[src/common/stc_pkg.sv]
// Contract
// - Sixteen-bit count in two readable writable bytes
// - Control bit 0 runs or stops counting
// - Control bit 1 picks pin or instruction clock
// - Advance per instruction cycle or rising edge
// - Bits 5-4 pick divide by 1,2,4,8
// - Bit 2 bypasses pin synchronisation when external
// - Bit 3 switches crystal amplifier on or off
// - Crystal keeps running during sleep
// - Counter mode waits for first falling edge
// - Wrap to zero latches overflow flag
// - Interrupt only while overflow enable set
// - Special-event trigger clears count, starts conversion
// - Trigger reset unreliable in asynchronous counter mode
// - Software count write beats trigger reset
// - Compare pair acts as period in special-event
// - Control bits 7-6 read as zero
// - High byte kept through non-power resets
package stc_pkg;
  // Register offsets
  localparam logic [7:0] STC_ADDR_FLAGS   = 8'h0C;
  localparam logic [7:0] STC_ADDR_CNT_LO  = 8'h0E;
  localparam logic [7:0] STC_ADDR_CNT_HI  = 8'h0F;
  localparam logic [7:0] STC_ADDR_CTRL    = 8'h10;
  localparam logic [7:0] STC_ADDR_ENABLES = 8'h8C;
  // Control and flag field positions
  localparam int STC_BIT_ENABLE = 0;
  localparam int STC_BIT_SOURCE = 1;
  localparam int STC_BIT_SYNCBY = 2;
  localparam int STC_BIT_OSCEN  = 3;
  localparam int STC_DIV_LSB    = 4;
  localparam int STC_BIT_OVF    = 0;
  // Reset values and control mask
  localparam logic [7:0] STC_CTRL_RESET  = 8'h00;
  localparam logic [7:0] STC_CTRL_MASK   = 8'h3F;
  localparam logic [7:0] STC_FLAGS_RESET = 8'h00;
  localparam logic [7:0] STC_EN_RESET    = 8'h00;
  localparam logic [7:0] STC_CNT_RESET   = 8'h00;
  // Compare mode that triggers the special event
  localparam logic [3:0] STC_MODE_SPECIAL = 4'hB;
  // Instruction cycle is four oscillator clocks
  localparam logic [1:0] STC_INSTR_LAST = 2'h3;
endpackage : stc_pkg

[src/common/stc_edge_if.sv]
`timescale 1ns/1ps
`default_nettype none
// Filtered external input travelling into the core
interface stc_edge_if;
  logic level;    // Agreed pin level
  logic rise;     // Rising edge pulse
  logic fall;     // Falling edge pulse
  modport src (output level, output rise, output fall);
  modport dst (input level, input rise, input fall);
endinterface : stc_edge_if
`default_nettype wire

[src/design/stc_timer.sv]
`timescale 1ns/1ps
`default_nettype none
// Sixteen-bit timer/counter with register port
module stc_timer
  import stc_pkg::*;
(
  input  wire logic       clock,
  input  wire logic       rst,
  input  wire logic       porReset,
  input  wire logic [7:0] addr,
  input  wire logic [7:0] wrData,
  input  wire logic       wrStrobe,
  input  wire logic       rdStrobe,
  output logic      [7:0] rdData,
  input  wire logic       externalCountInput,
  input  wire logic       crystalInPin,
  input  wire logic       sleepActive,
  input  wire logic [3:0] matchModeSelect,
  input  wire logic       compareMatch,
  input  wire logic       converterEnable,
  output logic            crystalOutPin,
  output logic            crystalAmpEnable,
  output logic            conversionStart,
  output logic            irq
);
  logic [7:0] countLow;        // Count low byte
  logic [7:0] countHigh;       // Count high byte
  logic [7:0] control;         // Control register
  logic [7:0] flags;           // Sticky flag register
  logic [7:0] enables;         // Interrupt mask
  logic [1:0] instrPhase;      // Oscillator clocks in instruction
  logic [2:0] prescale;        // Prescaler count
  logic       armed;           // Falling edge seen since enable
  logic       tick;            // Raw count event
  logic       advance;         // Prescaled count event
  logic       specialEvent;    // Trigger from compare unit
  logic       wrLow;           // Low byte write
  logic       wrHigh;          // High byte write
  logic [15:0] nextCount;      // Incremented count
  logic       wraps;           // Count at maximum this advance
  stc_edge_if pinEdges ();     // Filtered pin

  // Operating notes
  // Timer mode: one raw tick per instruction cycle
  // Instruction cycle: four clock periods of this block
  // Counter mode: rising pin edges after a falling edge
  // Arming drops whenever counting stops or source flips
  // Pin path: three flops, level taken when stages agree
  // Bypass path: second stage taken directly
  // Bypass saves one clock of pin latency
  // Edge pulses come from the accepted level only
  // Prescaler: divides raw ticks by one, two, four or eight
  // Prescaler cleared by either count byte write
  // Prescaler keeps its value across enable changes
  // Divide ratio change applies at the next tick
  // Count bytes: written independently, no shadow latch
  // Low byte: among resets, cleared by the asynchronous reset only, not by power-on reset
  // High byte: among resets, cleared only by power-on reset
  // High byte holds through ordinary resets
  // Reads of the count are not atomic across bytes
  // Software must handle a carry between byte reads
  // Special event: compare unit matched in its trigger mode
  // Special event clears both bytes in the same cycle
  // Count write wins over a same-cycle special event
  // A low byte write also shields the high byte
  // Special event ignored with an unsynchronised pin
  // Compare unit does its own match against its pair
  // That match makes the compare pair a period
  // Overflow: count wraps from all ones to zero
  // Overflow sets the sticky flag bit
  // Special event clears do not set the flag
  // Flag cleared by writing zero, kept by writing one
  // A wrap in the clearing cycle keeps the flag set
  // Interrupt: level output, flag and mask both set
  // Mask change takes effect in the next cycle
  // Crystal amplifier: straight from the control bit
  // Sleep does not stop the crystal amplifier
  // Sleep input is otherwise unused here
  // Control bits 7-6: never stored, read as zero
  // Register port: one-cycle strobes, no wait states
  // Read data: stands for the one cycle after the strobe
  // Read data: zero in every other cycle
  // Unmapped reads return zero
  // Unmapped writes are dropped
  // Back-to-back strobes are accepted
  // Hazards
  // Each pin level must stand at least two clocks
  // Narrower pin pulses may be missed entirely
  // A pin already low at enable still needs a fresh fall
  // Asynchronous reset clears control, so counting stops
  // Power-on reset input is synchronous to this clock
  // Power-on reset must stand for at least one edge
  // High byte is unknown until the first power-on reset
  // Compare mode code is taken from the compare unit
  // Conversion start is a one-cycle combinational pulse
  // It follows the compare unit's match pulse

  // Pin filter instance
  stc_pin_sync u_sync (
    .clock  (clock),
    .rst    (rst),
    .pin    (externalCountInput),
    .bypass (control[STC_BIT_SYNCBY] & control[STC_BIT_SOURCE]),
    .edge_o (pinEdges)
  );

  // Divider ratio mask from the two-bit field
  function automatic logic [2:0] stc_div_mask(input logic [1:0] sel);
    unique case (sel)
      2'h0: stc_div_mask = 3'h0;
      2'h1: stc_div_mask = 3'h1;
      2'h2: stc_div_mask = 3'h3;
      2'h3: stc_div_mask = 3'h7;
    endcase
  endfunction : stc_div_mask

  // Write strobe aimed at one register address
  function automatic logic stc_write_hit(
    input logic       strobe,
    input logic [7:0] where,
    input logic [7:0] target
  );
    stc_write_hit = strobe && (where == target);
  endfunction : stc_write_hit

  // Crystal amplifier follows enable, not sleep
  always_comb begin
    crystalAmpEnable = control[STC_BIT_OSCEN];
    crystalOutPin    = control[STC_BIT_OSCEN] & ~crystalInPin;
  end

  // Instruction cycle phase
  always_ff @(posedge clock or posedge rst) begin
    if (rst) begin
      instrPhase <= 2'h0;
    end else begin
      instrPhase <= instrPhase + 2'h1;
    end
  end

  // Falling edge arming in counter mode
  always_ff @(posedge clock or posedge rst) begin
    if (rst) begin
      armed <= 1'b0;
    end else if (!control[STC_BIT_ENABLE] || !control[STC_BIT_SOURCE]) begin
      armed <= 1'b0;
    end else if (pinEdges.fall) begin
      armed <= 1'b1;
    end
  end

  // Raw tick selection
  always_comb begin
    if (control[STC_BIT_SOURCE]) begin
      tick = armed & pinEdges.rise;
    end else begin
      tick = (instrPhase == STC_INSTR_LAST);
    end
    tick = tick & control[STC_BIT_ENABLE];
  end

  // Prescaler
  always_ff @(posedge clock or posedge rst) begin
    if (rst) begin
      prescale <= 3'h0;
    end else if (wrLow || wrHigh) begin
      prescale <= 3'h0;
    end else if (tick) begin
      prescale <= (prescale >= stc_div_mask(control[STC_DIV_LSB +: 2])) ? 3'h0
                                                                         : prescale + 3'h1;
    end
  end

  // Prescaled count event once the divider has rolled
  always_comb begin
    advance = tick && (prescale >= stc_div_mask(control[STC_DIV_LSB +: 2]));
  end

  // Count byte write decodes
  always_comb begin
    wrLow  = stc_write_hit(wrStrobe, addr, STC_ADDR_CNT_LO);
    wrHigh = stc_write_hit(wrStrobe, addr, STC_ADDR_CNT_HI);
  end

  // Next count and wrap detection
  always_comb begin
    nextCount = {countHigh, countLow} + 16'h0001;
    wraps     = advance && ({countHigh, countLow} == 16'hFFFF);
  end

  // Special event, refused when counting asynchronously
  always_comb begin
    specialEvent = (matchModeSelect == STC_MODE_SPECIAL) && compareMatch
                   && !(control[STC_BIT_SOURCE] && control[STC_BIT_SYNCBY]);
  end

  // Conversion start rides on the special event
  always_comb begin
    conversionStart = specialEvent && converterEnable;
  end

  // Level interrupt from flag and mask
  always_comb begin
    irq = flags[STC_BIT_OVF] & enables[STC_BIT_OVF];
  end

  // Count low byte
  always_ff @(posedge clock or posedge rst) begin
    if (rst) begin
      countLow <= STC_CNT_RESET;
    end else if (wrLow) begin
      countLow <= wrData;
    end else if (specialEvent) begin
      countLow <= STC_CNT_RESET;
    end else if (advance) begin
      countLow <= nextCount[7:0];
    end
  end

  // Count high byte, among resets cleared only by power-on reset
  always_ff @(posedge clock) begin
    if (porReset) begin
      countHigh <= STC_CNT_RESET;
    end else if (wrHigh) begin
      countHigh <= wrData;
    end else if (specialEvent && !wrLow) begin
      countHigh <= STC_CNT_RESET;
    end else if (advance && !wrLow) begin
      countHigh <= nextCount[15:8];
    end
  end

  // Control register
  always_ff @(posedge clock or posedge rst) begin
    if (rst) begin
      control <= STC_CTRL_RESET;
    end else if (stc_write_hit(wrStrobe, addr, STC_ADDR_CTRL)) begin
      // Unimplemented top bits never stored
      control <= wrData & STC_CTRL_MASK;
    end
  end

  // Interrupt mask register
  always_ff @(posedge clock or posedge rst) begin
    if (rst) begin
      enables <= STC_EN_RESET;
    end else if (stc_write_hit(wrStrobe, addr, STC_ADDR_ENABLES)) begin
      // Whole mask byte taken as written
      enables <= wrData;
    end
  end

  // Sticky flag: set wins, write zero clears
  always_ff @(posedge clock or posedge rst) begin
    if (rst) begin
      flags <= STC_FLAGS_RESET;
    end else begin
      if (stc_write_hit(wrStrobe, addr, STC_ADDR_FLAGS)) begin
        // Write zero clears, one keeps
        flags <= wrData & flags;
      end
      if (wraps) begin
        // Later assignment, so the set wins
        flags[STC_BIT_OVF] <= 1'b1;
      end
    end
  end

  // Read data one cycle after strobe
  always_ff @(posedge clock or posedge rst) begin
    if (rst) begin
      rdData <= 8'h00;
    end else if (rdStrobe) begin
      unique case (addr)
        STC_ADDR_FLAGS:   rdData <= flags;
        STC_ADDR_CNT_LO:  rdData <= countLow;
        STC_ADDR_CNT_HI:  rdData <= countHigh;
        STC_ADDR_CTRL:    rdData <= control & STC_CTRL_MASK;
        STC_ADDR_ENABLES: rdData <= enables;
        default:          rdData <= 8'h00;
      endcase
    end else begin
      rdData <= 8'h00;
    end
  end
endmodule : stc_timer
`default_nettype wire

[src/design/stc_pin_sync.sv]
`timescale 1ns/1ps
`default_nettype none
// Three-stage pin sampler with edge detection
module stc_pin_sync (
  input  wire logic clock,
  input  wire logic rst,
  input  wire logic pin,
  input  wire logic bypass,
  stc_edge_if.src   edge_o
);
  logic s1;       // First stage, only read by s2
  logic s2;       // Second stage
  logic s3;       // Third stage
  logic agreed;   // Accepted level
  logic fast;     // Two-stage level for bypass path
  logic prevAgreed; // Accepted level one clock back
  // Sampling chain
  always_ff @(posedge clock or posedge rst) begin
    if (rst) begin
      s1 <= 1'b0;
      s2 <= 1'b0;
      s3 <= 1'b0;
    end else begin
      s1 <= pin;
      s2 <= s1;
      s3 <= s2;
    end
  end
  // Bypass takes the second stage directly, one cycle earlier
  always_comb fast = s2;
  // Accepted level updates when stages agree, or every clock in bypass
  always_ff @(posedge clock or posedge rst) begin
    if (rst) begin
      agreed <= 1'b0;
    end else if (bypass) begin
      agreed <= fast;
    end else if (s2 == s3) begin
      agreed <= s3;
    end
  end
  // Accepted level delayed for edge detection, idle low like the pin
  always_ff @(posedge clock or posedge rst) begin
    if (rst) begin
      prevAgreed <= 1'b0;
    end else begin
      prevAgreed <= agreed;
    end
  end
  // Edge pulses from accepted level change
  always_comb begin
    edge_o.level = agreed;
    edge_o.rise  = agreed & ~prevAgreed;
    edge_o.fall  = ~agreed & prevAgreed;
  end
endmodule : stc_pin_sync
`default_nettype wire

[config.mk]
export PLATFORM = sky130hd
export DESIGN_NAME = stc_timer
export DESIGN_NICKNAME = d
export VERILOG_FILES = /design/src/common/stc_pkg.sv /design/src/common/stc_edge_if.sv /design/src/design/stc_timer.sv /design/src/design/stc_pin_sync.sv
export SDC_FILE = /design/constraint.sdc
export NUM_CORES = 1
export LEC_CHECK = 0
export CAP_MARGIN = 20
export CORE_UTILIZATION = 43
export DETAILED_ROUTE_END_ITERATION = 8
export DONT_BUFFER_PORTS = 1
export GPL_TIMING_DRIVEN = 1
export PLACE_DENSITY = 0.65
export SETUP_SLACK_MARGIN = 0.2
export SLEW_MARGIN = 20
export SYNTH_ARGS = -nofsm -noshare
export SYNTH_HDL_FRONTEND = slang
export SYNTH_SLANG_ARGS = --single-unit
[constraint.sdc]
create_clock -name clock -period 3.42 [get_ports clock]
set_input_delay 0.171 -clock clock [delete_from_list [all_inputs] [get_ports clock]]
set_output_delay 0.171 -clock clock [all_outputs]
set_load 0.01 [all_outputs]
==> metrics.cfg, run 1 <==
[detailed_routing]
dr.pass1.iters=5
first_iter_violations=201
wl_mm=7.54
antenna_left=0
num_vias=2352
drcViolationCount=0
vias_per_cell=5.89
wl_per_cell_um=18.9

[layout]
nets=334
layout-drive-gt1-share_pct=13.9
antenna_cells=0
syn2layout_area_growth_pct=12.8
num-fill-cells=614

[job]
maxCapViolCount=0

[die]
pin_count=42
dieArea_um2=7390
coreArea_um2=6790
dieHeight_um=86.0
rows=30
initial_core_util_pct=44.6
die_width_um=86.0

[clock_tree]
cts_buffers=9
cts_sinks=57
clock-root-buffer=clkbuf_8
cts_tree=built
cts_hold_buf=11
cts.clk_slew.worst_paths_ns=0.07
clk_latency_ns=0.34
post_cts_buffers=0
clockBufferDepth=2
cts.repair.resized=0
cts-htree-levels=3

[yosys]
syn_inst=285
synth_flop_cell=dfrtp_1
syn_nets=321
synth_area_um2=3030
yosys_warnings=0
ys_seq_area_share_pct=45.7
avgSynthCellArea_um2=10.6
yosys.cell_types.count=58
ys_ff_latch=57
synthArstFlopShare_pct=86.0
synth_edf_count=0

[outcome]
status=complete, no violations

[timing]
slew_viol_final=0
worst_pin_slew_ns=0.829
relSlewSlack_pct=44.7
setup_ws_ns=1.15
final.setup.tns_ns=0
finalSetupViolCount=0
fin_worst_skew_ns=0.0125
fin_crit_sh_pct=66.3
rsz0062_at_grt=false
clock.fmax_ghz=0.441
hold_viol=0
layout_min_cycle_time_ns=2.27

[worst_setup_path]
cp.required_ns=3.69
worstSetupPathType=reg -> reg
slowest_stage=or3_1
cp_top_family=simple AND/OR/NAND/NOR gates
end_kind=flip-flop
critPathArrivalTime_ns=2.54
ff2ff_setup_slack_ns=1.15
crit_chain=or2_2 -> ha_1 -> nor2b_1 -> o21ai_0 -> buf_4 -> nand3_1 -> or3_1 -> a21oi_1
start_kind=flip-flop
worst-path-buf-inv=1
cp_slowest_stage_delay_ns=0.43
cp_max_fo=13

[grt]
grt_use_total_pct=22.7
met1_usage_pct=30.3
grt_util_met2_pct=34.3
grt_pass1_vias=2403
grt_overflow=0
grt_max_degree=50
grt_pass1_wl_mm=12.6
antenna_found_initial=0
top_usage_layer=met2
met3_usage_pct=7.12

[min_path]
hp-class=in -> reg

[placed_design]
portBuffers=0
place_ws_ns=1.19
gp_congestion=0.829
dp_hpwl_mm=5.17

[pwr]
vdd_drop_max_v=0.000218
pwr-share-clk_pct=41.0
internal_power_uw=1180
p_leak_uw=0.00141
total_power_uw=1600
switching_share_pct=26.4
power_frac_seq_pct=48.4
p_sw_uw=422
combPwrFrac_pct=10.6
power_density_nw_per_um2=467

[worst reg2reg max path: cells and delay by family (launching register included)]
family                     cells  cell delay, ns
and+or+nand+nor                4            1.02
adders and majority gates      1            0.27
AOI/OAI and AO/OA              2            0.28
DFF                            1            0.42
buffers and inverters          1            0.22
[cells in the mapped netlist, drive strengths merged, types with 3 or more instances]
cell     n  share of area [%]
nand4    4               0.83
nor2    11                1.4
and3     5                1.0
a31oi    6                1.2
dfxtp    8                5.3
clkbuf   5               0.62
o21a    10                2.5
xor2     7                2.0
nand2   38                5.1
inv      8               0.99
dfrtp   49                 40
a222oi   8                2.6
and4b    3               0.99
nor2b    3               0.62
o31ai    8                2.0
nor4     7                2.9
a21oi   14                2.7
nand3   15                2.5
xnor2    4                1.2
mux2    15                6.2
ha       6                2.5
o21ai    7                1.2
o221a    4                1.5
nor3     3               0.50
and2     6                1.2
buf      5                1.2
[layout by cell type, fill, tap and decap left out, types with 3 or more instances in the layout]
master,count
mux2_1,6
and3_1,5
o21ai_0,5
and2_1,6
nor4_4,3
a21oi_1,13
nand3_1,15
and4b_1,3
xnor2_1,4
mux2_4,5
o221a_2,3
a31oi_1,6
o31ai_1,8
dfrtp_1,49
dfxtp_1,8
nor2b_1,3
nor2_1,11
mux2_2,4
nand2_1,35
inv_1,7
ha_1,6
o21a_1,10
nand4_1,4
xor2_1,7
nor3_1,3
nor4_1,4
clkbuf_8,11
dlygate4sd3_1,11
a222oi_1,8
[power by group through the flow]
stage	Sequential (uW)	Clock (uW)	Combinational, uW
after global routing	781	695	193
final	773	655	169
after CTS	773	664	169
after global placement	784	0	149
after floorplan	771	0	129
after detailed placement	785	0	152
[layout make-up]
cell class | instances | area [um^2] | share of cell area (%)
Timing Repair Buffer | 12 | 118 | 3.44
Clock inverter | 4 | 51.3 | 1.50
Sequential cell | 57 | 1390 | 40.5
Clock buffer | 12 | 155 | 4.54
Multi-Input combinational cell | 210 | 1560 | 45.6
Tap cell | 96 | 120 | 3.51
Inverter | 8 | 31.3 | 0.915
[per-layer routing]
| metal | up-vias | part of all wire (%) |
|---|---|---|
| li1 | 1092 | - |
| met3 | 17 | 6.8 |
| met2 | 94 | 46 |
| met5 | - | 0 |
| met1 | 1149 | 45 |
| met4 | 0 | 2.5 |
[worst paths after layout]
check                           cells after the start           end        from
worst max register to register                      8  countHigh[2]  control[5]
worst min register to register                      0   u_sync.fast   u_sync.s1
min in group asynchronous                           2      flags[7]         rst
worst min-delay path                                2      flags[0]   wrData[0]
worst max-delay path                                8  countHigh[2]  control[5]
max in group asynchronous                           2   prescale[0]         rst
[kinds of logic (layout without fill, tap and decap cells)]
| kind of cell | count (synthesis) | in the layout | share of synthesized area, % |
|---|---|---|---|
| buffers and inverters | 18 | 36 | 2.85 |
| multiplexers | 17 | 17 | 7.27 |
| XOR/XNOR | 11 | 11 | 3.18 |
| AO/OA/AOI/OAI | 69 | 69 | 17.0 |
| adder cells (fa/ha/maj) | 6 | 6 | 2.48 |
| flip-flops | 57 | 57 | 45.7 |
| AND/OR/NAND/NOR | 107 | 107 | 21.5 |
[state kept, by name (all words and copies together), names as in the netlist]
register,cells
countHigh,8
countLow,8
enables,8
flags,8
rdData,8
control,6
prescale,3
instrPhase,2
armed,1
u_sync.edge_o.level,1
u_sync.fast,1
u_sync.prevAgreed,1
u_sync.s1,1
u_sync.s3,1
[per-stage QoR]
step	instance area, um^2	hold WS [ns]	instances	utilization (%)
final	3420	0.00598	399	50.3
after global routing	3420	0.00902	399	50.3
after CTS	3420	0.00332	399	50.3
after detailed placement	3100	0.202	372	45.7
after global placement	3100	0.202	372	45.7
after floorplan	3030	0.202	285	-
No activity file was read; power rests on OpenSTA's default activity.
==> inputs of run 2 (changes only) <==
--- a/config.mk
+++ b/config.mk
@@ -5,6 +5,7 @@
 export SDC_FILE = /design/constraint.sdc
 export NUM_CORES = 1
 export LEC_CHECK = 0
+export ABC_AREA = 1
 export CAP_MARGIN = 20
 export CORE_UTILIZATION = 43
 export DETAILED_ROUTE_END_ITERATION = 8
==> constraint.sdc (replaced) <==
create_clock -name clock -period 2.2 [get_ports clock]
set_input_delay 0.11 -clock clock [delete_from_list [all_inputs] [get_ports clock]]
set_output_delay 0.11 -clock clock [all_outputs]
set_load 0.01 [all_outputs]
==> run 2 against run 1 <==
  * Synthesized area increased by 5.3%
  * Combinational power grew 46%
  * Final cell count is 39% higher
  * Design area increased by 7.2%
  * Non-clock buffer count stayed put
  * Largest cell class unchanged
  * Largest power group is now clock
==> metrics.cfg, run 2 <==
[outcome]
status=complete, no violations

[timing]
clock.fmax_ghz=0.549  ; +24%
layout_min_cycle_time_ns=1.82  ; -0.444 ns
relSlewSlack_pct=64.9  ; +20 points
setup_ws_ns=0.378  ; -0.776 ns
worst_pin_slew_ns=0.525  ; -0.304 ns
finalSetupViolCount=0  ; unchanged
final.setup.tns_ns=0  ; unchanged
fin_crit_sh_pct=82.8  ; +17 points
slew_viol_final=0  ; unchanged
fin_worst_skew_ns=0.00734  ; -0.00515 ns
rsz0062_at_grt=false
hold_viol=0  ; unchanged

[pwr]
vdd_drop_max_v=0.000349  ; +60%
p_leak_uw=0.00179  ; +27%
total_power_uw=2650  ; +66%
power_density_nw_per_um2=721  ; +54%

[die]
dieHeight_um=88.2  ; +2.6%
initial_core_util_pct=44.2  ; -0.36 points
die_width_um=88.2  ; +2.6%
rows=31  ; +3.3%
dieArea_um2=7770  ; +5.2%
pin_count=42  ; unchanged
coreArea_um2=7210  ; +6.2%

[placed_design]
portBuffers=0  ; unchanged
place_ws_ns=0.337  ; -0.852 ns
dp_hpwl_mm=6.27  ; +21%
gp_congestion=0.927  ; +12%
place_area_um2=3300  ; +6.5%

[layout]
num-fill-cells=727  ; +18%
fin_util_pct=50.8  ; +0.50 points
final_cell_mix=nand2_1, nor2_1, inv_1
regArea_um2=1390  ; unchanged
multiInputGateArea_um2=1570  ; +0.72%
nets=488  ; +46%
design_area_um2=3670  ; +7.2%
layout-drive-gt1-share_pct=9.63  ; -4.2 points
syn2layout_area_growth_pct=14.9
final_common_cell=nand2_1
antenna_cells=0  ; unchanged

[yosys]
yosysTopAreaCell=dfrtp_1
synth_edf_count=0  ; unchanged
syn_nets=468  ; +46%
ys_ff_latch=57  ; unchanged
synth.top_cells.by_count=nand2_1, nor2_1, inv_1, dfrtp_1, nand3_1
yosys_warnings=0  ; unchanged
synth.most_common_cell=nand2_1
synth_flop_cell=dfrtp_1
avgSynthCellArea_um2=7.39  ; -31%
yosysTopAreaCellShare_pct=38.4  ; -2.0 points
syn_inst=432  ; +52%
yosys.cell_types.count=33  ; -43%
synth_area_um2=3190  ; +5.3%
ys_seq_area_share_pct=43.4  ; -2.3 points
yosys-top-cells-area=dfrtp_1, nand2_1, nor2_1
synthArstFlopShare_pct=86.0  ; unchanged

[clock_tree]
clk_latency_ns=0.34  ; about the same
clock-root-buffer=clkbuf_8
cts-htree-levels=3  ; unchanged
cts_buffers=9  ; unchanged
cts.clk_slew.worst_paths_ns=0.07  ; about the same
clockBufferDepth=2  ; unchanged
cts_tree=built
cts_sinks=57  ; unchanged

[grt]
grt_max_degree=20  ; -60%
grt_overflow=0  ; unchanged
grt_use_total_pct=23.5  ; +0.86 points
grt_pass1_wl_mm=13.3  ; +5.6%
antenna_found_initial=0  ; unchanged
grt_pass1_vias=2731  ; +14%

[detailed_routing]
drcViolationCount=0  ; unchanged
wl_mm=8.37  ; +11%
antenna_left=0  ; unchanged
vias_per_cell=5.28  ; -10%
dr.pass1.iters=7  ; +2
first_iter_violations=231  ; +15%
num_vias=2937  ; +25%
wl_per_cell_um=15.1  ; -20%

[worst_setup_path]
end_kind=flip-flop
worstSetupPathType=reg -> reg
cp_max_fo=11  ; -2
critPathArrivalTime_ns=2.06  ; -0.48 ns
start_kind=flip-flop
cp.required_ns=2.44  ; -1.25 ns

[job]
maxCapViolCount=0  ; unchanged

[min_path]
hp-class=in -> reg

## run 2: cell count changes after synthesis, moves of 6 or more
cell / previous run / this run
a222oi_1: 8 / 0
a31oi_1: 6 / 0
inv_1: 8 / 54
mux2_1: 6 / 0
nand2_1: 35 / 127
nand3_1: 15 / 29
nor2_1: 11 / 56
o211ai_1: 0 / 10
o21a_1: 10 / 4
o21ai_0: 5 / 27
o31ai_1: 8 / 1
## run 2: layout make-up
cell class,instances,area share [%]
Inverter,57,5.83
Clock inverter,7,3.41
Sequential cell,57,37.8
Multi-Input combinational cell,315,42.8
Tap cell,99,3.38
Clock buffer,9,3.38
Timing Repair Buffer,12,3.41
## run 2: through the flow
stage          cells  hold WS (ns)
2_1_floorplan    432         0.141
3_3_place_gp     530      -0.00418
3_5_place_dp     530      -0.00467
4_1_cts          555       0.00789
5_1_grt          556        0.0199
6_report         556        0.0236
## run 2: path summary, 6_finish.rpt
kind / from / endpoint / slack, ns / depth (start not counted)
worst max-delay path: control[4] / countHigh[5] / 0.38 / 11
worst min-delay path: wrData[1] / countHigh[1] / 0.02 / 4
worst max register to register: control[4] / countHigh[5] / 0.38 / 11
worst min register to register: u_sync.s1 / u_sync.fast / 0.35 / 0
max in group asynchronous: rst / enables[7] / 1.42 / 3
min in group asynchronous: rst / countLow[1] / 0.20 / 2
## run 2: power breakdown
group | total [uW] | internal (uW) | switching, uW
registers | 1160 | 1100 | 59.3
logic | 247 | 92.6 | 154
clock network | 1240 | 764 | 475
total | 2650 | 1960 | 689
## run 2: kinds of logic (layout without fill, tap and decap cells)
family	count (synthesis)	count (layout)	share of synthesized area (%)
adders and majority gates	6	6	2.35
and+or+nand+nor	241	241	34.0
DFF	57	57	43.4
AOI/OAI and AO/OA	65	65	11.8
xor gates and xnor gates	3	3	0.823
buffers and inverters	60	85	7.57
## run 2: metal layers
| layer | GRT usage [%] | vias to the layer above | part of all wire [%] |
|---|---|---|---|
| li1 | - | 1429 | - |
| met5 | 0 | - | 0 |
| met3 | 8.20 | 24 | 8.1 |
| met1 | 30.2 | 1345 | 43 |
| met4 | 10.9 | 0 | 2.6 |
| met2 | 35.7 | 139 | 46 |
## run 2: worst max-delay path: stages (launching register included)
cell and delay [ns]:
dfrtp_1 0.38, nand2_1 0.07, ha_1 0.30, a21oi_1 0.18, nand3_2 0.15, nand2_2 0.14
nor2_2 0.06, nor2_4 0.13, buf_12 0.14, nand2_1 0.06, nand2_1 0.05, nor2_1 0.04
## run 2: timing repair
action	4_1_cts	5_1_grt
setup buffers	0	1
endpoints found under the setup margin	0	8
gates resized for setup	0	1
hold buffers	9	0
hold endpoints to repair	45	0
==> inputs of run 3 (changes only) <==
--- a/config.mk
+++ b/config.mk
@@ -11,7 +11,7 @@
 export DETAILED_ROUTE_END_ITERATION = 8
 export DONT_BUFFER_PORTS = 1
 export GPL_TIMING_DRIVEN = 1
-export PLACE_DENSITY = 0.65
+export PLACE_DENSITY = 0.67
 export SETUP_SLACK_MARGIN = 0.2
 export SLEW_MARGIN = 20
 export SYNTH_ARGS = -nofsm -noshare
==> constraint.sdc (replaced) <==
create_clock -name clock -period 1.5 [get_ports clock]
set_input_delay 0.075 -clock clock [delete_from_list [all_inputs] [get_ports clock]]
set_output_delay 0.075 -clock clock [all_outputs]
set_load 0.01 [all_outputs]
==> run 3 against run 2 <==
  * The flow now finishes with violations (setup timing)
  * Flip-flop and latch count did not move
  * Global-route usage rose by 0.87 points
  * Highest routed layer unchanged
  * Clock-buffer cell count increased by 1
  * Register-to-register slack lost 0.53 ns
  * Sequential power is 44% higher
==> metrics.cfg, run 3 (synthesis gave the netlist of run 2 again) <==
[outcome]
status=finished, violations left
violations=setup timing

[die]
rows=31  ; unchanged
initial_core_util_pct=44.2  ; unchanged
dieHeight_um=88.2  ; unchanged
pin_count=42  ; unchanged
dieArea_um2=7770  ; unchanged
coreArea_um2=7210  ; unchanged
die_width_um=88.2  ; unchanged

[pwr]
p_leak_uw=0.00196  ; +9.9%
vdd_drop_max_v=0.000528  ; +52%
power_density_nw_per_um2=919  ; +27%
total_power_uw=3680  ; +39%

[timing]
fin_worst_skew_ns=0.0116  ; +0.00421 ns
layout_min_cycle_time_ns=1.66  ; -0.166 ns
setup_ws_ns=-0.156  ; -0.534 ns
clock.fmax_ghz=0.604  ; +10%
finalSetupViolCount=20  ; +20
rsz0062_at_grt=true
final.setup.tns_ns=-2.30  ; -2.30 ns
hold_viol=0  ; unchanged
slew_viol_final=0  ; unchanged
holdWs_ns=0.0228  ; -0.000727 ns
fin_crit_sh_pct=110  ; +28 points
worst_pin_slew_ns=0.523  ; -0.00169 ns
relSlewSlack_pct=65.0  ; +0.11 points

[detailed_routing]
wl_per_cell_um=14.4  ; -4.2%
num_vias=3049  ; +3.8%
drcViolationCount=0  ; unchanged
first_iter_violations=217  ; -6.1%
wl_mm=8.53  ; +1.9%
dr.pass1.iters=5  ; -2
vias_per_cell=5.16  ; -2.3%
antenna_left=0  ; unchanged

[grt]
grt_use_total_pct=24.4  ; +0.87 points
grt_max_degree=50  ; +150%
antenna_found_initial=0  ; unchanged
grt_overflow=0  ; unchanged
grt_pass1_vias=2982  ; +9.2%
grt_pass1_wl_mm=14.1  ; +5.7%

[worst_setup_path]
cp-startpoint=control[5]
slowest_stage=dfrtp_1
critPathArrivalTime_ns=1.93  ; -0.13 ns
cp_max_fo=11  ; unchanged
cp_slowest_stage_delay_ns=0.38  ; about the same
r2r_start=control[5]
worstRegToRegCells=11  ; unchanged
worstSetupPathType=reg -> reg
crit_chain=nand2_1 -> ha_4 -> nand3b_1 -> nand3_4 -> nand2_4 -> nor2_4 -> nor2_4 -> buf_12 -> nand2_1 -> nand2_1 -> nor2_1
cp.required_ns=1.77  ; -0.67 ns
end_kind=flip-flop
cp_common_cell=nand2_1
start_kind=flip-flop

[min_path]
hold_path_depth=2  ; -2
hp-class=in -> reg
hp-start=wrStrobe

[placed_design]
dp_hpwl_mm=6.40  ; +2.0%
gp_congestion=0.943  ; +1.7%
place_ws_ns=-0.199  ; -0.536 ns
place_area_um2=3600  ; +9.1%
portBuffers=0  ; unchanged

[layout]
num-fill-cells=720  ; -0.96%
antenna_cells=0  ; unchanged
final_cell_mix=nand2_1, nor2_1, inv_1, dfrtp_1, buf_4
layout-drive-gt1-share_pct=19.1  ; +9.5 points
nets=524  ; +7.4%
multiInputGateArea_um2=1670  ; +6.2%
syn2layout_area_growth_pct=25.2
design_area_um2=4000  ; +9.0%
regArea_um2=1390  ; unchanged
final_common_cell=nand2_1

[job]
maxCapViolCount=0  ; unchanged

[clock_tree]
cts-htree-levels=3  ; unchanged
clockBufferDepth=2  ; unchanged
cts_sinks=57  ; unchanged
cts.clk_slew.worst_paths_ns=0.07  ; about the same
clk_latency_ns=0.34  ; about the same
cts_tree=built
clock-root-buffer=clkbuf_8
cts_buffers=9  ; unchanged

==> run 3: changes by cell type in the layout (fill, tap and decap cells not counted), moves of 3 or more <==
cell,delta
buf_4,+33
nand2_1,-3
nor2_1,-4
inv_1,-4
inv_2,+4
==> run 3: final timing paths <==
kind,endpoint,slack (ns)
worst max-delay path,countHigh[0],-0.16
max in group asynchronous,rdData[4],1.03
worst min register to register,u_sync.fast,0.36
worst min-delay path,countLow[1],0.02
worst max register to register,countHigh[0],-0.16
min in group asynchronous,u_sync.s3,0.23
==> run 3: repair_timing <==
| action | 4_1_cts | 5_1_grt |
|---|---|---|
| pin swaps | 3 | 1 |
| hold buffers | 11 | 0 |
| hold endpoints to repair | 81 | 0 |
| cloned | 0 | 0 |
| endpoints found under the setup margin | 21 | 21 |
| resized for setup | 6 | 7 |
| buffers inserted | 2 | 2 |
==> run 3: where the power goes <==
| group | total, uW | internal, uW | switching (uW) |
|---|---|---|---|
| logic | 568 | 259 | 309 |
| clock network | 1440 | 799 | 639 |
| registers | 1670 | 1610 | 54.6 |
| total | 3680 | 2670 | 1000 |
==> run 3: cell type report <==
type | count | share of cell area, %
sequential | 57 | 34.7
inverter | 57 | 5.35
clock buffer | 10 | 3.44
timing repair buffer | 48 | 10.3
multi-input combinational | 315 | 41.7
clock inverter | 5 | 1.41
tap | 99 | 3.10
==> run 3: metrics by stage <==
stage / cells / utilization (%)
2_1_floorplan: 432 / -
3_3_place_gp: 561 / 49.9
3_5_place_dp: 561 / 49.9
4_1_cts: 589 / 54.9
5_1_grt: 591 / 55.4
6_report: 591 / 55.4
==> run 3: critical path: cells and delay by family (launching register included) <==
| family | cells | cell delay (ns) |
|---|---|---|
| DFF | 1 | 0.38 |
| and+or+nand+nor | 9 | 0.77 |
| adders and majority gates | 1 | 0.30 |
| buffers and inverters | 1 | 0.13 |
==> run 3: per-layer routing <==
metal  up-vias  track usage [%]  part of all wire [%]
met3        14             5.47                   5.8
met1      1430             31.1                    44
met2       108             39.5                    48
met5         -                0                     0
met4         0             11.4                   1.6
li1       1497                -                     -
